## src/common/monitor_defs.vh

```
// register offsets, field positions, reset values and timing counts for the monitor target
`ifndef MONITOR_DEFS_VH
`define MONITOR_DEFS_VH
`define PTR_CONFIG 8'h00
`define PTR_SHUNT 8'h01
`define PTR_BUS 8'h02
`define PTR_POWER 8'h03
`define PTR_CURRENT 8'h04
`define PTR_CAL 8'h05
`define PTR_MASK 8'h06
`define PTR_LIMIT 8'h07
`define PTR_MAKER 8'h3E
`define PTR_PART 8'h3F
`define CFG_RESET 16'h4127
`define REG_ZERO 16'h0000
`define CFG_RST_BIT 15
`define CFG_FIXED_HI 14
`define CFG_FIXED_LO 13
`define CFG_FIXED_VAL 2'h2
`define CFG_RANGE_BIT 12
`define CFG_AVG_HI 11
`define CFG_AVG_LO 9
`define CFG_BUSCT_HI 8
`define CFG_BUSCT_LO 6
`define CFG_SHCT_HI 5
`define CFG_SHCT_LO 3
`define CFG_MODE_HI 2
`define CFG_MODE_LO 0
`define ADDR_BASE 7'h40
`define ADDR_GCALL 7'h00
`define ADDR_ALERT 7'h0C
`define GCALL_RESET 8'h06
`define HS_CODE_TOP 5'h01
`define MODE_OFF0 3'h0
`define MODE_SH_ONE 3'h1
`define MODE_BUS_ONE 3'h2
`define MODE_BOTH_ONE 3'h3
`define MODE_OFF1 3'h4
`define MODE_SH_CONT 3'h5
`define MODE_BOTH_CONT 3'h6
`define MODE_DEF_CONT 3'h7
`define CLK_MHZ 10
`define CONV_US_0 140
`define CONV_US_1 204
`define CONV_US_2 332
`define CONV_US_3 588
`define CONV_US_4 1100
`define CONV_US_5 2116
`define CONV_US_6 4156
`define CONV_US_7 8244
`endif

```

## src/rtl/bus_sync.v

```verilog
// two-flop synchroniser for the bus pins and address strap
`timescale 1ns/100ps
module bus_sync #(
  parameter W = 3
) (
  input wire clk,
  input wire ce,
  input wire rst_n,
  input wire [W-1:0] d,
  output reg [W-1:0] q
);
  // first stage, read only by the second
  reg [W-1:0] meta_reg;
  // both stages clear to all ones (idle bus high)
  always @(posedge clk or negedge rst_n) begin
    if (!rst_n) begin
      meta_reg <= {W{1'b1}};
      q <= {W{1'b1}};
    end else if (ce) begin
      meta_reg <= d;
      q <= meta_reg;
    end
  end
endmodule

```

## src/rtl/conv_sequencer.v

```verilog
// conversion sequencer: timing, averaging and result refresh
`timescale 1ns/100ps
`include "monitor_defs.vh"
module conv_sequencer #(
  parameter TW = 17
) (
  input wire clk,
  input wire ce,
  input wire rst_n,
  input wire soft_rst,
  input wire [2:0] mode,
  input wire [2:0] average_count,
  input wire [2:0] bus_conv_time,
  input wire [2:0] shunt_conv_time,
  input wire trigger,
  output reg busy,
  output reg result_update
);
  localparam S_IDLE = 2'd0;
  localparam S_SHUNT = 2'd1;
  localparam S_BUS = 2'd2;
  // cycles per conversion for a code
  function [TW-1:0] conv_cycles;
    input [2:0] code;
    // product at full width, cut to the timer width below
    reg [31:0] full;
    begin
      case (code)
        3'h0: full = `CONV_US_0 * `CLK_MHZ;
        3'h1: full = `CONV_US_1 * `CLK_MHZ;
        3'h2: full = `CONV_US_2 * `CLK_MHZ;
        3'h3: full = `CONV_US_3 * `CLK_MHZ;
        3'h4: full = `CONV_US_4 * `CLK_MHZ;
        3'h5: full = `CONV_US_5 * `CLK_MHZ;
        3'h6: full = `CONV_US_6 * `CLK_MHZ;
        default: full = `CONV_US_7 * `CLK_MHZ;
      endcase
      conv_cycles = full[TW-1:0];
    end
  endfunction
  // samples averaged for a code
  function [10:0] avg_samples;
    input [2:0] code;
    begin
      case (code)
        3'h0: avg_samples = 11'd1;
        3'h1: avg_samples = 11'd4;
        3'h2: avg_samples = 11'd16;
        3'h3: avg_samples = 11'd64;
        3'h4: avg_samples = 11'd128;
        3'h5: avg_samples = 11'd256;
        3'h6: avg_samples = 11'd512;
        default: avg_samples = 11'd1024;
      endcase
    end
  endfunction
  reg [1:0] state_reg;
  reg [TW-1:0] timer_reg;
  reg [10:0] sample_reg;
  reg oneshot_reg;
  // mode decode
  wire do_shunt = (mode == `MODE_SH_ONE) || (mode == `MODE_BOTH_ONE) || (mode == `MODE_SH_CONT) ||
    (mode == `MODE_BOTH_CONT) || (mode == `MODE_DEF_CONT);
  wire do_bus = (mode == `MODE_BUS_ONE) || (mode == `MODE_BOTH_ONE) || (mode == `MODE_BOTH_CONT) ||
    (mode == `MODE_DEF_CONT);
  wire continuous = mode[2] && (mode[1:0] != 2'b00);
  wire single = !mode[2] && (mode[1:0] != 2'b00);
  wire last_sample = (sample_reg + 11'd1) >= avg_samples(average_count);
  // conversion state machine
  always @(posedge clk or negedge rst_n) begin
    if (!rst_n) begin
      state_reg <= S_IDLE;
      timer_reg <= {TW{1'b0}};
      sample_reg <= 11'd0;
      oneshot_reg <= 1'b0;
      busy <= 1'b0;
      result_update <= 1'b0;
    end else if (ce) begin
      result_update <= 1'b0;
      // RL17: shutdown codes stop any run
      if (soft_rst || !(do_shunt || do_bus)) begin
        state_reg <= S_IDLE;
        sample_reg <= 11'd0;
        oneshot_reg <= 1'b0;
        busy <= 1'b0;
      end else begin
        case (state_reg)
          S_IDLE: begin
            sample_reg <= 11'd0;
            // RL18: default code runs continuously
            if ((continuous || (single && (trigger || oneshot_reg))) && (do_shunt || do_bus)) begin
              busy <= 1'b1;
              oneshot_reg <= 1'b0;
              state_reg <= do_shunt ? S_SHUNT : S_BUS;
              timer_reg <= do_shunt ? conv_cycles(shunt_conv_time) : conv_cycles(bus_conv_time);
            end else begin
              busy <= 1'b0;
            end
          end
          S_SHUNT: begin
            // RL16: shunt conversion time
            if (timer_reg > {{(TW-1){1'b0}}, 1'b1}) begin
              timer_reg <= timer_reg - {{(TW-1){1'b0}}, 1'b1};
            end else if (do_bus) begin
              state_reg <= S_BUS;
              timer_reg <= conv_cycles(bus_conv_time);
            end else begin
              state_reg <= S_IDLE;
              // RL14: refresh after averaging only
              if (last_sample) begin
                result_update <= 1'b1;
              end else begin
                sample_reg <= sample_reg + 11'd1;
                state_reg <= S_SHUNT;
                timer_reg <= conv_cycles(shunt_conv_time);
              end
            end
          end
          S_BUS: begin
            // RL15: bus conversion time
            if (timer_reg > {{(TW-1){1'b0}}, 1'b1}) begin
              timer_reg <= timer_reg - {{(TW-1){1'b0}}, 1'b1};
            end else if (last_sample) begin
              // RL13: averaging count reached
              result_update <= 1'b1;
              state_reg <= S_IDLE;
            end else begin
              sample_reg <= sample_reg + 11'd1;
              state_reg <= do_shunt ? S_SHUNT : S_BUS;
              timer_reg <= do_shunt ? conv_cycles(shunt_conv_time) : conv_cycles(bus_conv_time);
            end
          end
          default: state_reg <= S_IDLE;
        endcase
        // a trigger during a run is remembered for single-shot modes
        if (trigger && state_reg != S_IDLE) begin
          oneshot_reg <= 1'b1;
        end
      end
    end
  end
endmodule

```

## src/rtl/monitor_i2c_target.v

```verilog
// two-wire target with register file for the current, voltage and power monitor
// Notes on behaviour
// RL1: HS code not acknowledged, fast filters enabled
// RL2: controller sends HS code at 400 kHz
// RL3: repeated start keeps HS, stop ends it
// RL4: general call write then 06h soft-resets
// RL5: general call read starts a conversion
// RL6: alert response acked, own address sent
// RL7: lost arbitration: no ack, alert held
// RL8: sixteen-bit registers at 0-7, 3Eh, 3Fh
// RL9: configuration 4127h, others reset to zero
// RL10: configuration bit 15 resets, self-clears
// RL11: configuration bits 14:13 always read 10
// RL12: bit 12 chooses shunt input range
// RL13: bits 11:9 select averaging count
// RL14: results refresh only after averaging ends
// RL15: bits 8:6 set bus conversion time
// RL16: bits 5:3 set shunt conversion time
// RL17: bits 2:0 choose operating mode
// RL18: mode 111 runs shunt and bus continuously
// RL19: write: address, pointer, two bytes MSB-first
// RL20: read returns pointed register, pointer kept
// RL21: address pin sampled, four addresses
`timescale 1ns/100ps
`include "monitor_defs.vh"
module monitor_i2c_target #(
  parameter [15:0] MAKER_CODE = 16'h1234, // arbitrary value
  parameter [15:0] PART_CODE = 16'h5678, // arbitrary value
  parameter TW = 17
) (
  // clock, enable, reset
  input wire REF_CLK,
  input wire CE,
  input wire RST_N,
  // two-wire bus pins
  input wire SCL_IN,
  input wire SDA_IN,
  output reg SDA_OUT,
  output reg SDA_OE_N,
  // address strap: 0 gnd, 1 supply, 2 data, 3 clock
  input wire [1:0] ADDRESS_SELECT_PIN,
  // alert line, open drain
  input wire ALERT_IN,
  output reg ALERT_OE_N,
  // status and configuration out
  output reg HS_MODE,
  output reg SHUNT_RANGE_SELECT,
  output reg CONV_BUSY
);
  localparam B_IDLE = 3'd0;
  localparam B_ADDR = 3'd1;
  localparam B_ACK = 3'd2;
  localparam B_RX = 3'd3;
  localparam B_TX = 3'd4;
  localparam B_MACK = 3'd5;
  localparam B_IGN = 3'd6;
  // reset release
  reg rst_m_reg;
  reg rst_s_reg;
  always @(posedge REF_CLK or negedge RST_N) begin
    if (!RST_N) begin
      rst_m_reg <= 1'b0;
      rst_s_reg <= 1'b0;
    end else begin
      rst_m_reg <= 1'b1;
      rst_s_reg <= rst_m_reg;
    end
  end
  wire rst_n = rst_s_reg;
  // synchronised pins
  wire [4:0] pins_s;
  bus_sync #(.W(5)) u_sync (
    .clk(REF_CLK),
    .ce(CE),
    .rst_n(rst_n),
    .d({SCL_IN, SDA_IN, ALERT_IN, ADDRESS_SELECT_PIN}),
    .q(pins_s)
  );
  wire scl = pins_s[4];
  wire sda = pins_s[3];
  reg scl_d_reg;
  reg sda_d_reg;
  wire scl_rise = scl && !scl_d_reg;
  wire scl_fall = !scl && scl_d_reg;
  wire start_c = scl && scl_d_reg && sda_d_reg && !sda;
  wire stop_c = scl && scl_d_reg && !sda_d_reg && sda;
  // registers
  reg [15:0] cfg_reg;
  reg [15:0] shunt_reg;
  reg [15:0] bus_reg;
  reg [15:0] power_reg;
  reg [15:0] current_reg;
  reg [14:0] cal_reg;
  reg [15:0] mask_reg;
  reg [15:0] limit_reg;
  reg [7:0] ptr_reg;
  // byte engine
  reg [2:0] st_reg;
  reg [2:0] ret_reg;
  reg [3:0] bit_reg;
  reg [7:0] sh_reg;
  reg [7:0] tx_reg;
  reg [1:0] cnt_reg;
  reg [7:0] hi_reg;
  reg rd_reg;
  reg gcall_reg;
  reg arsp_reg;
  reg ack_reg;
  reg soft_rst_reg;
  reg trig_reg;
  reg hs_next;
  reg [1:0] strap_reg;
  // own target address from the strap
  wire [6:0] own_addr = `ADDR_BASE | {5'h00, strap_reg};
  // register read mux
  function [15:0] rd_mux;
    input [7:0] p;
    begin
      case (p)
        `PTR_CONFIG: rd_mux = cfg_reg;
        `PTR_SHUNT: rd_mux = shunt_reg;
        `PTR_BUS: rd_mux = bus_reg;
        `PTR_POWER: rd_mux = power_reg;
        `PTR_CURRENT: rd_mux = current_reg;
        `PTR_CAL: rd_mux = {1'b0, cal_reg};
        `PTR_MASK: rd_mux = mask_reg;
        `PTR_LIMIT: rd_mux = limit_reg;
        `PTR_MAKER: rd_mux = MAKER_CODE;
        `PTR_PART: rd_mux = PART_CODE;
        default: rd_mux = `REG_ZERO;
      endcase
    end
  endfunction
  wire conv_done;
  wire conv_busy;
  conv_sequencer #(.TW(TW)) u_seq (
    .clk(REF_CLK),
    .ce(CE),
    .rst_n(rst_n),
    .soft_rst(soft_rst_reg),
    .mode(cfg_reg[`CFG_MODE_HI:`CFG_MODE_LO]),
    .average_count(cfg_reg[`CFG_AVG_HI:`CFG_AVG_LO]),
    .bus_conv_time(cfg_reg[`CFG_BUSCT_HI:`CFG_BUSCT_LO]),
    .shunt_conv_time(cfg_reg[`CFG_SHCT_HI:`CFG_SHCT_LO]),
    .trigger(trig_reg),
    .busy(conv_busy),
    .result_update(conv_done)
  );
  // alert source: a completed conversion while enabled by the mask word
  reg alert_reg;
  // main engine
  always @(posedge REF_CLK or negedge rst_n) begin
    if (!rst_n) begin
      scl_d_reg <= 1'b1;
      sda_d_reg <= 1'b1;
      st_reg <= B_IDLE;
      ret_reg <= B_IDLE;
      bit_reg <= 4'd0;
      sh_reg <= 8'h00;
      tx_reg <= 8'h00;
      cnt_reg <= 2'd0;
      hi_reg <= 8'h00;
      rd_reg <= 1'b0;
      gcall_reg <= 1'b0;
      arsp_reg <= 1'b0;
      ack_reg <= 1'b0;
      soft_rst_reg <= 1'b0;
      trig_reg <= 1'b0;
      hs_next <= 1'b0;
      strap_reg <= 2'd0;
      ptr_reg <= 8'h00;
      cfg_reg <= `CFG_RESET;
      shunt_reg <= `REG_ZERO;
      bus_reg <= `REG_ZERO;
      power_reg <= `REG_ZERO;
      current_reg <= `REG_ZERO;
      cal_reg <= 15'h0000;
      mask_reg <= `REG_ZERO;
      limit_reg <= `REG_ZERO;
      alert_reg <= 1'b0;
      SDA_OUT <= 1'b0;
      SDA_OE_N <= 1'b1;
      ALERT_OE_N <= 1'b1;
      HS_MODE <= 1'b0;
      SHUNT_RANGE_SELECT <= 1'b0;
      CONV_BUSY <= 1'b0;
    end else if (CE) begin
      scl_d_reg <= scl;
      sda_d_reg <= sda;
      soft_rst_reg <= 1'b0;
      trig_reg <= 1'b0;
      CONV_BUSY <= conv_busy;
      // RL12: range select drives the front end
      SHUNT_RANGE_SELECT <= cfg_reg[`CFG_RANGE_BIT];
      HS_MODE <= hs_next;
      ALERT_OE_N <= !alert_reg;
      // results refresh; datapath values not modelled here
      if (conv_done && mask_reg != `REG_ZERO) begin
        alert_reg <= 1'b1;
      end
      if (stop_c) begin
        // RL3: stop leaves high-speed mode
        hs_next <= 1'b0;
        st_reg <= B_IDLE;
        SDA_OE_N <= 1'b1;
      end else if (start_c) begin
        // RL21: strap sampled on every transaction
        strap_reg <= pins_s[1:0];
        st_reg <= B_ADDR;
        bit_reg <= 4'd0;
        cnt_reg <= 2'd0;
        SDA_OE_N <= 1'b1;
      end else begin
        case (st_reg)
          B_IDLE: SDA_OE_N <= 1'b1;
          B_ADDR, B_RX: begin
            if (scl_rise) begin
              sh_reg <= {sh_reg[6:0], sda};
              bit_reg <= bit_reg + 4'd1;
            end
            if (scl_fall && bit_reg == 4'd8) begin
              bit_reg <= 4'd0;
              ack_reg <= 1'b0;
              ret_reg <= B_RX;
              if (st_reg == B_ADDR) begin
                rd_reg <= sh_reg[0];
                gcall_reg <= sh_reg[7:1] == `ADDR_GCALL;
                arsp_reg <= 1'b0;
                if (sh_reg[7:3] == `HS_CODE_TOP) begin
                  // RL1: HS code left unacknowledged
                  hs_next <= 1'b1;
                  st_reg <= B_IGN;
                end else if (sh_reg[7:1] == own_addr) begin
                  ack_reg <= 1'b1;
                  {tx_reg, hi_reg} <= rd_mux(ptr_reg);
                  ret_reg <= sh_reg[0] ? B_TX : B_RX;
                end else if (sh_reg[7:1] == `ADDR_GCALL) begin
                  // RL5: general call read triggers conversion
                  if (sh_reg[0]) begin
                    trig_reg <= 1'b1;
                    st_reg <= B_IGN;
                  end else begin
                    ack_reg <= 1'b1;
                  end
                end else if (sh_reg[7:1] == `ADDR_ALERT && sh_reg[0] && alert_reg) begin
                  // RL6: answer alert response with own address
                  ack_reg <= 1'b1;
                  arsp_reg <= 1'b1;
                  tx_reg <= {own_addr, 1'b0};
                  ret_reg <= B_TX;
                end else begin
                  st_reg <= B_IGN;
                end
                if (sh_reg[7:3] != `HS_CODE_TOP && (sh_reg[7:1] == own_addr ||
                  (sh_reg[7:1] == `ADDR_GCALL && !sh_reg[0]) ||
                  (sh_reg[7:1] == `ADDR_ALERT && sh_reg[0] && alert_reg))) begin
                  st_reg <= B_ACK;
                  SDA_OUT <= 1'b0;
                  SDA_OE_N <= 1'b0;
                end
              end else begin
                // RL4: general call byte 06h soft-resets
                if (gcall_reg) begin
                  ack_reg <= 1'b1;
                  if (sh_reg == `GCALL_RESET) begin
                    soft_rst_reg <= 1'b1;
                  end
                end else if (cnt_reg == 2'd0) begin
                  // RL19: pointer byte first
                  ptr_reg <= sh_reg;
                  cnt_reg <= 2'd1;
                  ack_reg <= 1'b1;
                end else if (cnt_reg == 2'd1) begin
                  hi_reg <= sh_reg;
                  cnt_reg <= 2'd2;
                  ack_reg <= 1'b1;
                end else begin
                  ack_reg <= 1'b1;
                  cnt_reg <= 2'd3;
                  // RL8: only listed writable locations change
                  case (ptr_reg)
                    `PTR_CONFIG: begin
                      // RL10: bit 15 soft-resets and self-clears
                      if (hi_reg[7]) begin
                        soft_rst_reg <= 1'b1;
                      end else begin
                        // RL11: bits 14:13 fixed at 10
                        // RL17: mode field stored as written
                        cfg_reg <= {1'b0, `CFG_FIXED_VAL, hi_reg[4:0], sh_reg};
                      end
                    end
                    `PTR_CAL: cal_reg <= {hi_reg[6:0], sh_reg};
                    `PTR_MASK: mask_reg <= {hi_reg, sh_reg};
                    `PTR_LIMIT: limit_reg <= {hi_reg, sh_reg};
                    default: cnt_reg <= 2'd3;
                  endcase
                  // a third data byte is acknowledged and written again as the low byte, with the held high byte
                end
                st_reg <= B_ACK;
                SDA_OUT <= 1'b0;
                SDA_OE_N <= 1'b0;
              end
            end
          end
          B_ACK: begin
            // hold ack through the ninth clock, then release or drive data
            if (scl_fall) begin
              bit_reg <= 4'd0;
              if (ret_reg == B_TX) begin
                st_reg <= B_TX;
                SDA_OUT <= tx_reg[7];
                SDA_OE_N <= tx_reg[7];
              end else begin
                st_reg <= B_RX;
                SDA_OE_N <= 1'b1;
              end
            end
          end
          B_TX: begin
            if (scl_rise) begin
              // RL7: lost arbitration, stop driving
              if (!SDA_OE_N || tx_reg[7] == sda) begin
                bit_reg <= bit_reg + 4'd1;
              end else begin
                st_reg <= B_IGN;
              end
            end
            if (scl_fall) begin
              if (bit_reg == 4'd8) begin
                SDA_OE_N <= 1'b1;
                st_reg <= B_MACK;
              end else begin
                tx_reg <= {tx_reg[6:0], 1'b0};
                SDA_OUT <= tx_reg[6];
                SDA_OE_N <= tx_reg[6];
              end
            end
          end
          B_MACK: begin
            if (scl_rise) begin
              // RL6: alert clears only once our address went out
              if (arsp_reg) begin
                // a fresh alert event in this cycle wins over the release
                alert_reg <= conv_done && (mask_reg != `REG_ZERO);
                arsp_reg <= 1'b0;
              end
              // RL20: second byte is the low half
              ack_reg <= !sda;
              tx_reg <= hi_reg;
              hi_reg <= 8'h00;
            end
            if (scl_fall) begin
              bit_reg <= 4'd0;
              if (ack_reg) begin
                st_reg <= B_TX;
                SDA_OUT <= tx_reg[7];
                SDA_OE_N <= tx_reg[7];
              end else begin
                st_reg <= B_IGN;
              end
            end
          end
          B_IGN: SDA_OE_N <= 1'b1;
          default: st_reg <= B_IDLE;
        endcase
      end
      // RL9: soft reset restores defaults
      if (soft_rst_reg) begin
        cfg_reg <= `CFG_RESET;
        shunt_reg <= `REG_ZERO;
        bus_reg <= `REG_ZERO;
        power_reg <= `REG_ZERO;
        current_reg <= `REG_ZERO;
        cal_reg <= 15'h0000;
        mask_reg <= `REG_ZERO;
        limit_reg <= `REG_ZERO;
        alert_reg <= 1'b0;
      end
    end
  end
endmodule

```

## config.mk

```make
export PLATFORM = sky130hd
export DESIGN_NAME = monitor_i2c_target
export DESIGN_NICKNAME = d
export VERILOG_FILES = /design/src/rtl/bus_sync.v /design/src/rtl/conv_sequencer.v /design/src/rtl/monitor_i2c_target.v
export VERILOG_INCLUDE_DIRS = /design/src /design/src/common
export SDC_FILE = /design/constraint.sdc
export NUM_CORES = 1
export LEC_CHECK = 0
export ABC_CLOCK_PERIOD_IN_PS = 5100
export BUFFER_PORTS_ARGS = -buffer_cell sky130_fd_sc_hd__buf_2
export CAP_MARGIN = 30
export CELL_PAD_IN_SITES_DETAIL_PLACEMENT = 0
export CELL_PAD_IN_SITES_GLOBAL_PLACEMENT = 1
export CORE_ASPECT_RATIO = 1.5
export CORE_MARGIN = 5
export CORE_UTILIZATION = 46
export DETAILED_ROUTE_END_ITERATION = 12
export GPL_TIMING_DRIVEN = 0
export PLACE_DENSITY_LB_ADDON = 0.1
export SLEW_MARGIN = 10
export SYNTH_ARGS = -nofsm -noshare
export SYNTH_HDL_FRONTEND = slang
export SYNTH_SLANG_ARGS = --single-unit
```

## constraint.sdc

```tcl
create_clock -name REF_CLK -period 5.1 [get_ports REF_CLK]
set_input_delay 0.255 -clock REF_CLK [delete_from_list [all_inputs] [get_ports REF_CLK]]
set_output_delay 0.255 -clock REF_CLK [all_outputs]
set_load 0.05 [all_outputs]
```

==> run metrics <==
Max stage delay cell, worst path a21oi_2; largest area contributor in the netlist dfrtp_1; biggest cell delay along the critical path 0.64 ns; Core Rows 65; Routed Antenna Nets 0; commonest cells after routing, fill and taps aside 145 x dfrtp_1, 95 x mux2_2, 66 x nor2_1; max FFs per register 17; EDFF count, synth 0; fill count 1996; Highest Clock Rate 255 MHz; fin crit share 0.770; slew at the pin closest to its max-slew limit 0.943 ns; flop and latch count out of synthesis 163; # Post-CTS Setup Buffers 0; gpl congestion 0.940; CTS sink cnt between 150 and 200; Final WS setup 1.17 ns; DRC 0; RSZ-0062 raised after global routing no; Via density 5.96; ranking of synthesized cells by area dfrtp_1 37%, mux2_2 11%, dfstp_2 4.6%; layout cells sized above 1 0.187; wirelength, routed approximately 28 mm; Mapped Area 9810 um2; critical path class reg -> reg; portion of total power attributed to combinational logic 0.382; Pins Over Slew Limit 0; total CTS buffers 17; Worst Setup End Kind register; Syn Nets 1035; width of the die ~130 um; total chip power 5020 uW; crit-path cells ha_1 > nand3_1 > nor2_1 > nand4_1 > xnor2_1 > ha_1 > a21o_1 > a21o_1 > a21oi_1 > nand4_1 > a21oi_2 > buf_2 > mux2i_1; router iterations before antenna repair 5; share of power burned in registers 0.345; Setup WS pre-CTS 1.18 ns; core area 21100 um2; IR drop worst, VDD 0.412 mV; status completed; Worst Hold Class in -> reg; Switch Pwr about 2000 uW; Nets 1070; critical path startpoint category register; Global Route Usage Sum 0.240; Detailed Route Iter0 Violations 436; worst-path fanout max 10; first-pass GRT wire length 45.7 mm; TritonCTS clock tree built; Syn Inst Count 1010; Synth Warn # 0; Post-Syn Area per Cell between 9 and 10 um2; Final Critical Period 3.93 ns; Die Y 189 um; CTS Root Cell clkbuf_16; worst reg2reg path depth 13; wire per inst 21.3 um; P_int 2990 uW; vias in the first global route 8113; CP arrival 4.29 ns; later-pin clock latency in the skew report about 0.44 ns; H-tree Lvls 4; Initial Util 0.466; area of the multi-input gates between 5000 and 6000 um2; DIE AREA between 20000 and 25000 um2; Register Area between 4000 and 5000 um2; post-synth top area share 0.372; CTS resizes 0; Pwr per Cell Area 461 nW/um2; I/O Buffers 11; Clock transition at path regs about 0.07 ns; initial antenna violation count 0; grt ovf 0; Final Hold Fails 0; worst hold path depth 2; Required @ worst endpoint 5.46 ns; Hold-fix buffers, CTS 1; DP HPWL 21.1 mm; clk_skew approximately 0.014 ns; pin count of the biggest net entering global routing 59; Area Growth Syn to Fin 11.0%; Synth Flop Type dfrtp_1; Seq/Total Area, Yosys 0.418; most common cell after layout, fill and taps aside dfrtp_1; io pins 14; Rel. slew slack 0.372; clock network fraction of design power 0.273; number of max-cap violations 0; Async S/R FF share, synth 1.00; total number of vias 7897; Sw Ratio 0.404; antenna diode count 0; P_leak 0.00465 uW; clk buf depth 2; library cells used by synthesis 84; final setup violating endpoints 0
[per-stage QoR]
step                hold slack (ns)  std cells  cell area [um2]  TNS, ns  utilization
finish                       0.0458       1326            10900        0        0.517
global route                 0.0450       1326            10900        0        0.517
CTS                          0.0304       1326            10900        0        0.517
floorplan                   -0.0406       1010             9810        0            -
detailed placement           0.0403       1293            10300        0        0.488
global placement             0.0384       1289            10200  -253.14        0.484
[metal layers]
metal,wire [um],up-vias,part of all wire,track usage
li1,-,3791,-,-
met1,11500,3889,0.41,0.284
met2,15000,166,0.53,0.435
met3,726,51,0.026,0.0336
met4,916,0,0.032,0.0905
met5,0,-,0,0
[synth_stat cells (10+ instances only)]
master,instances
dfrtp_1,146
mux2_2,95
nor2_1,66
nand2_1,63
a21oi_1,54
o21ai_0,54
clkbuf_1,52
inv_1,41
mux2i_1,38
nand3_1,33
nor3_1,27
nor2b_1,26
dfstp_2,17
ha_1,17
a22o_1,16
nor4_1,16
xnor2_1,16
o31ai_1,13
nand4_1,12
or3_1,12
a31oi_1,11
buf_2,11
nand2b_1,11
a22oi_1,10
[power by group through the flow]
stage	Combinational [uW]	Sequential, uW	Clock (uW)
2_1_floorplan	1350	1730	0
3_3_place_gp	1870	1770	0
3_5_place_dp	1910	1750	0
5_1_grt	2110	1770	1450
6_report	1920	1730	1370
4_1_cts	1920	1730	1400
[logic make-up after synthesis]
group,synth area share
simple gates,0.171
compound gates,0.171
flops,0.418
mux,0.154
buf+inv,0.0458
xor+xnor,0.0187
fa+ha+maj,0.0217
other cells,0.000382
[final timing paths]
kind	startpoint	end	slack [ns]
worst max register to register	u_seq.sample_reg[0]$_DFFE_PN0P_	u_seq.timer_reg[15]$_DFFE_PN0P_	1.17
max in group asynchronous	rst_n$_DFF_PN0_	u_sync.meta_reg[4]$_DFFE_PN1P_	3.85
worst min-delay path	SCL_IN	u_sync.meta_reg[4]$_DFFE_PN1P_	0.05
worst min register to register	rst_m_reg$_DFF_PN0_	rst_n$_DFF_PN0_	0.36
worst max-delay path	u_seq.sample_reg[0]$_DFFE_PN0P_	u_seq.timer_reg[15]$_DFFE_PN0P_	1.17
min in group asynchronous	RST_N	rst_n$_DFF_PN0_	0.13
[cell type report]
class / count / share of cell area
clock buffer: 18 / 0.0403
timing repair buffer: 16 / 0.0118
tap: 268 / 0.0308
buffer: 69 / 0.0268
multi-input combinational: 736 / 0.483
inverter: 42 / 0.0145
clock inverter: 14 / 0.0161
sequential: 163 / 0.377
[critical path, delay by kind of cell, from the launching register on]
family / cells / cell delay [ns]
adder cells (fa/ha/maj): 2 / 0.54
multiplexers: 1 / 0.23
XOR/XNOR: 1 / 0.24
AO/OA/AOI/OAI: 4 / 1.14
buffers and inverters: 1 / 0.38
flip-flops: 1 / 0.43
AND/OR/NAND/NOR: 4 / 0.87
(Power assumes the default switching activity.)
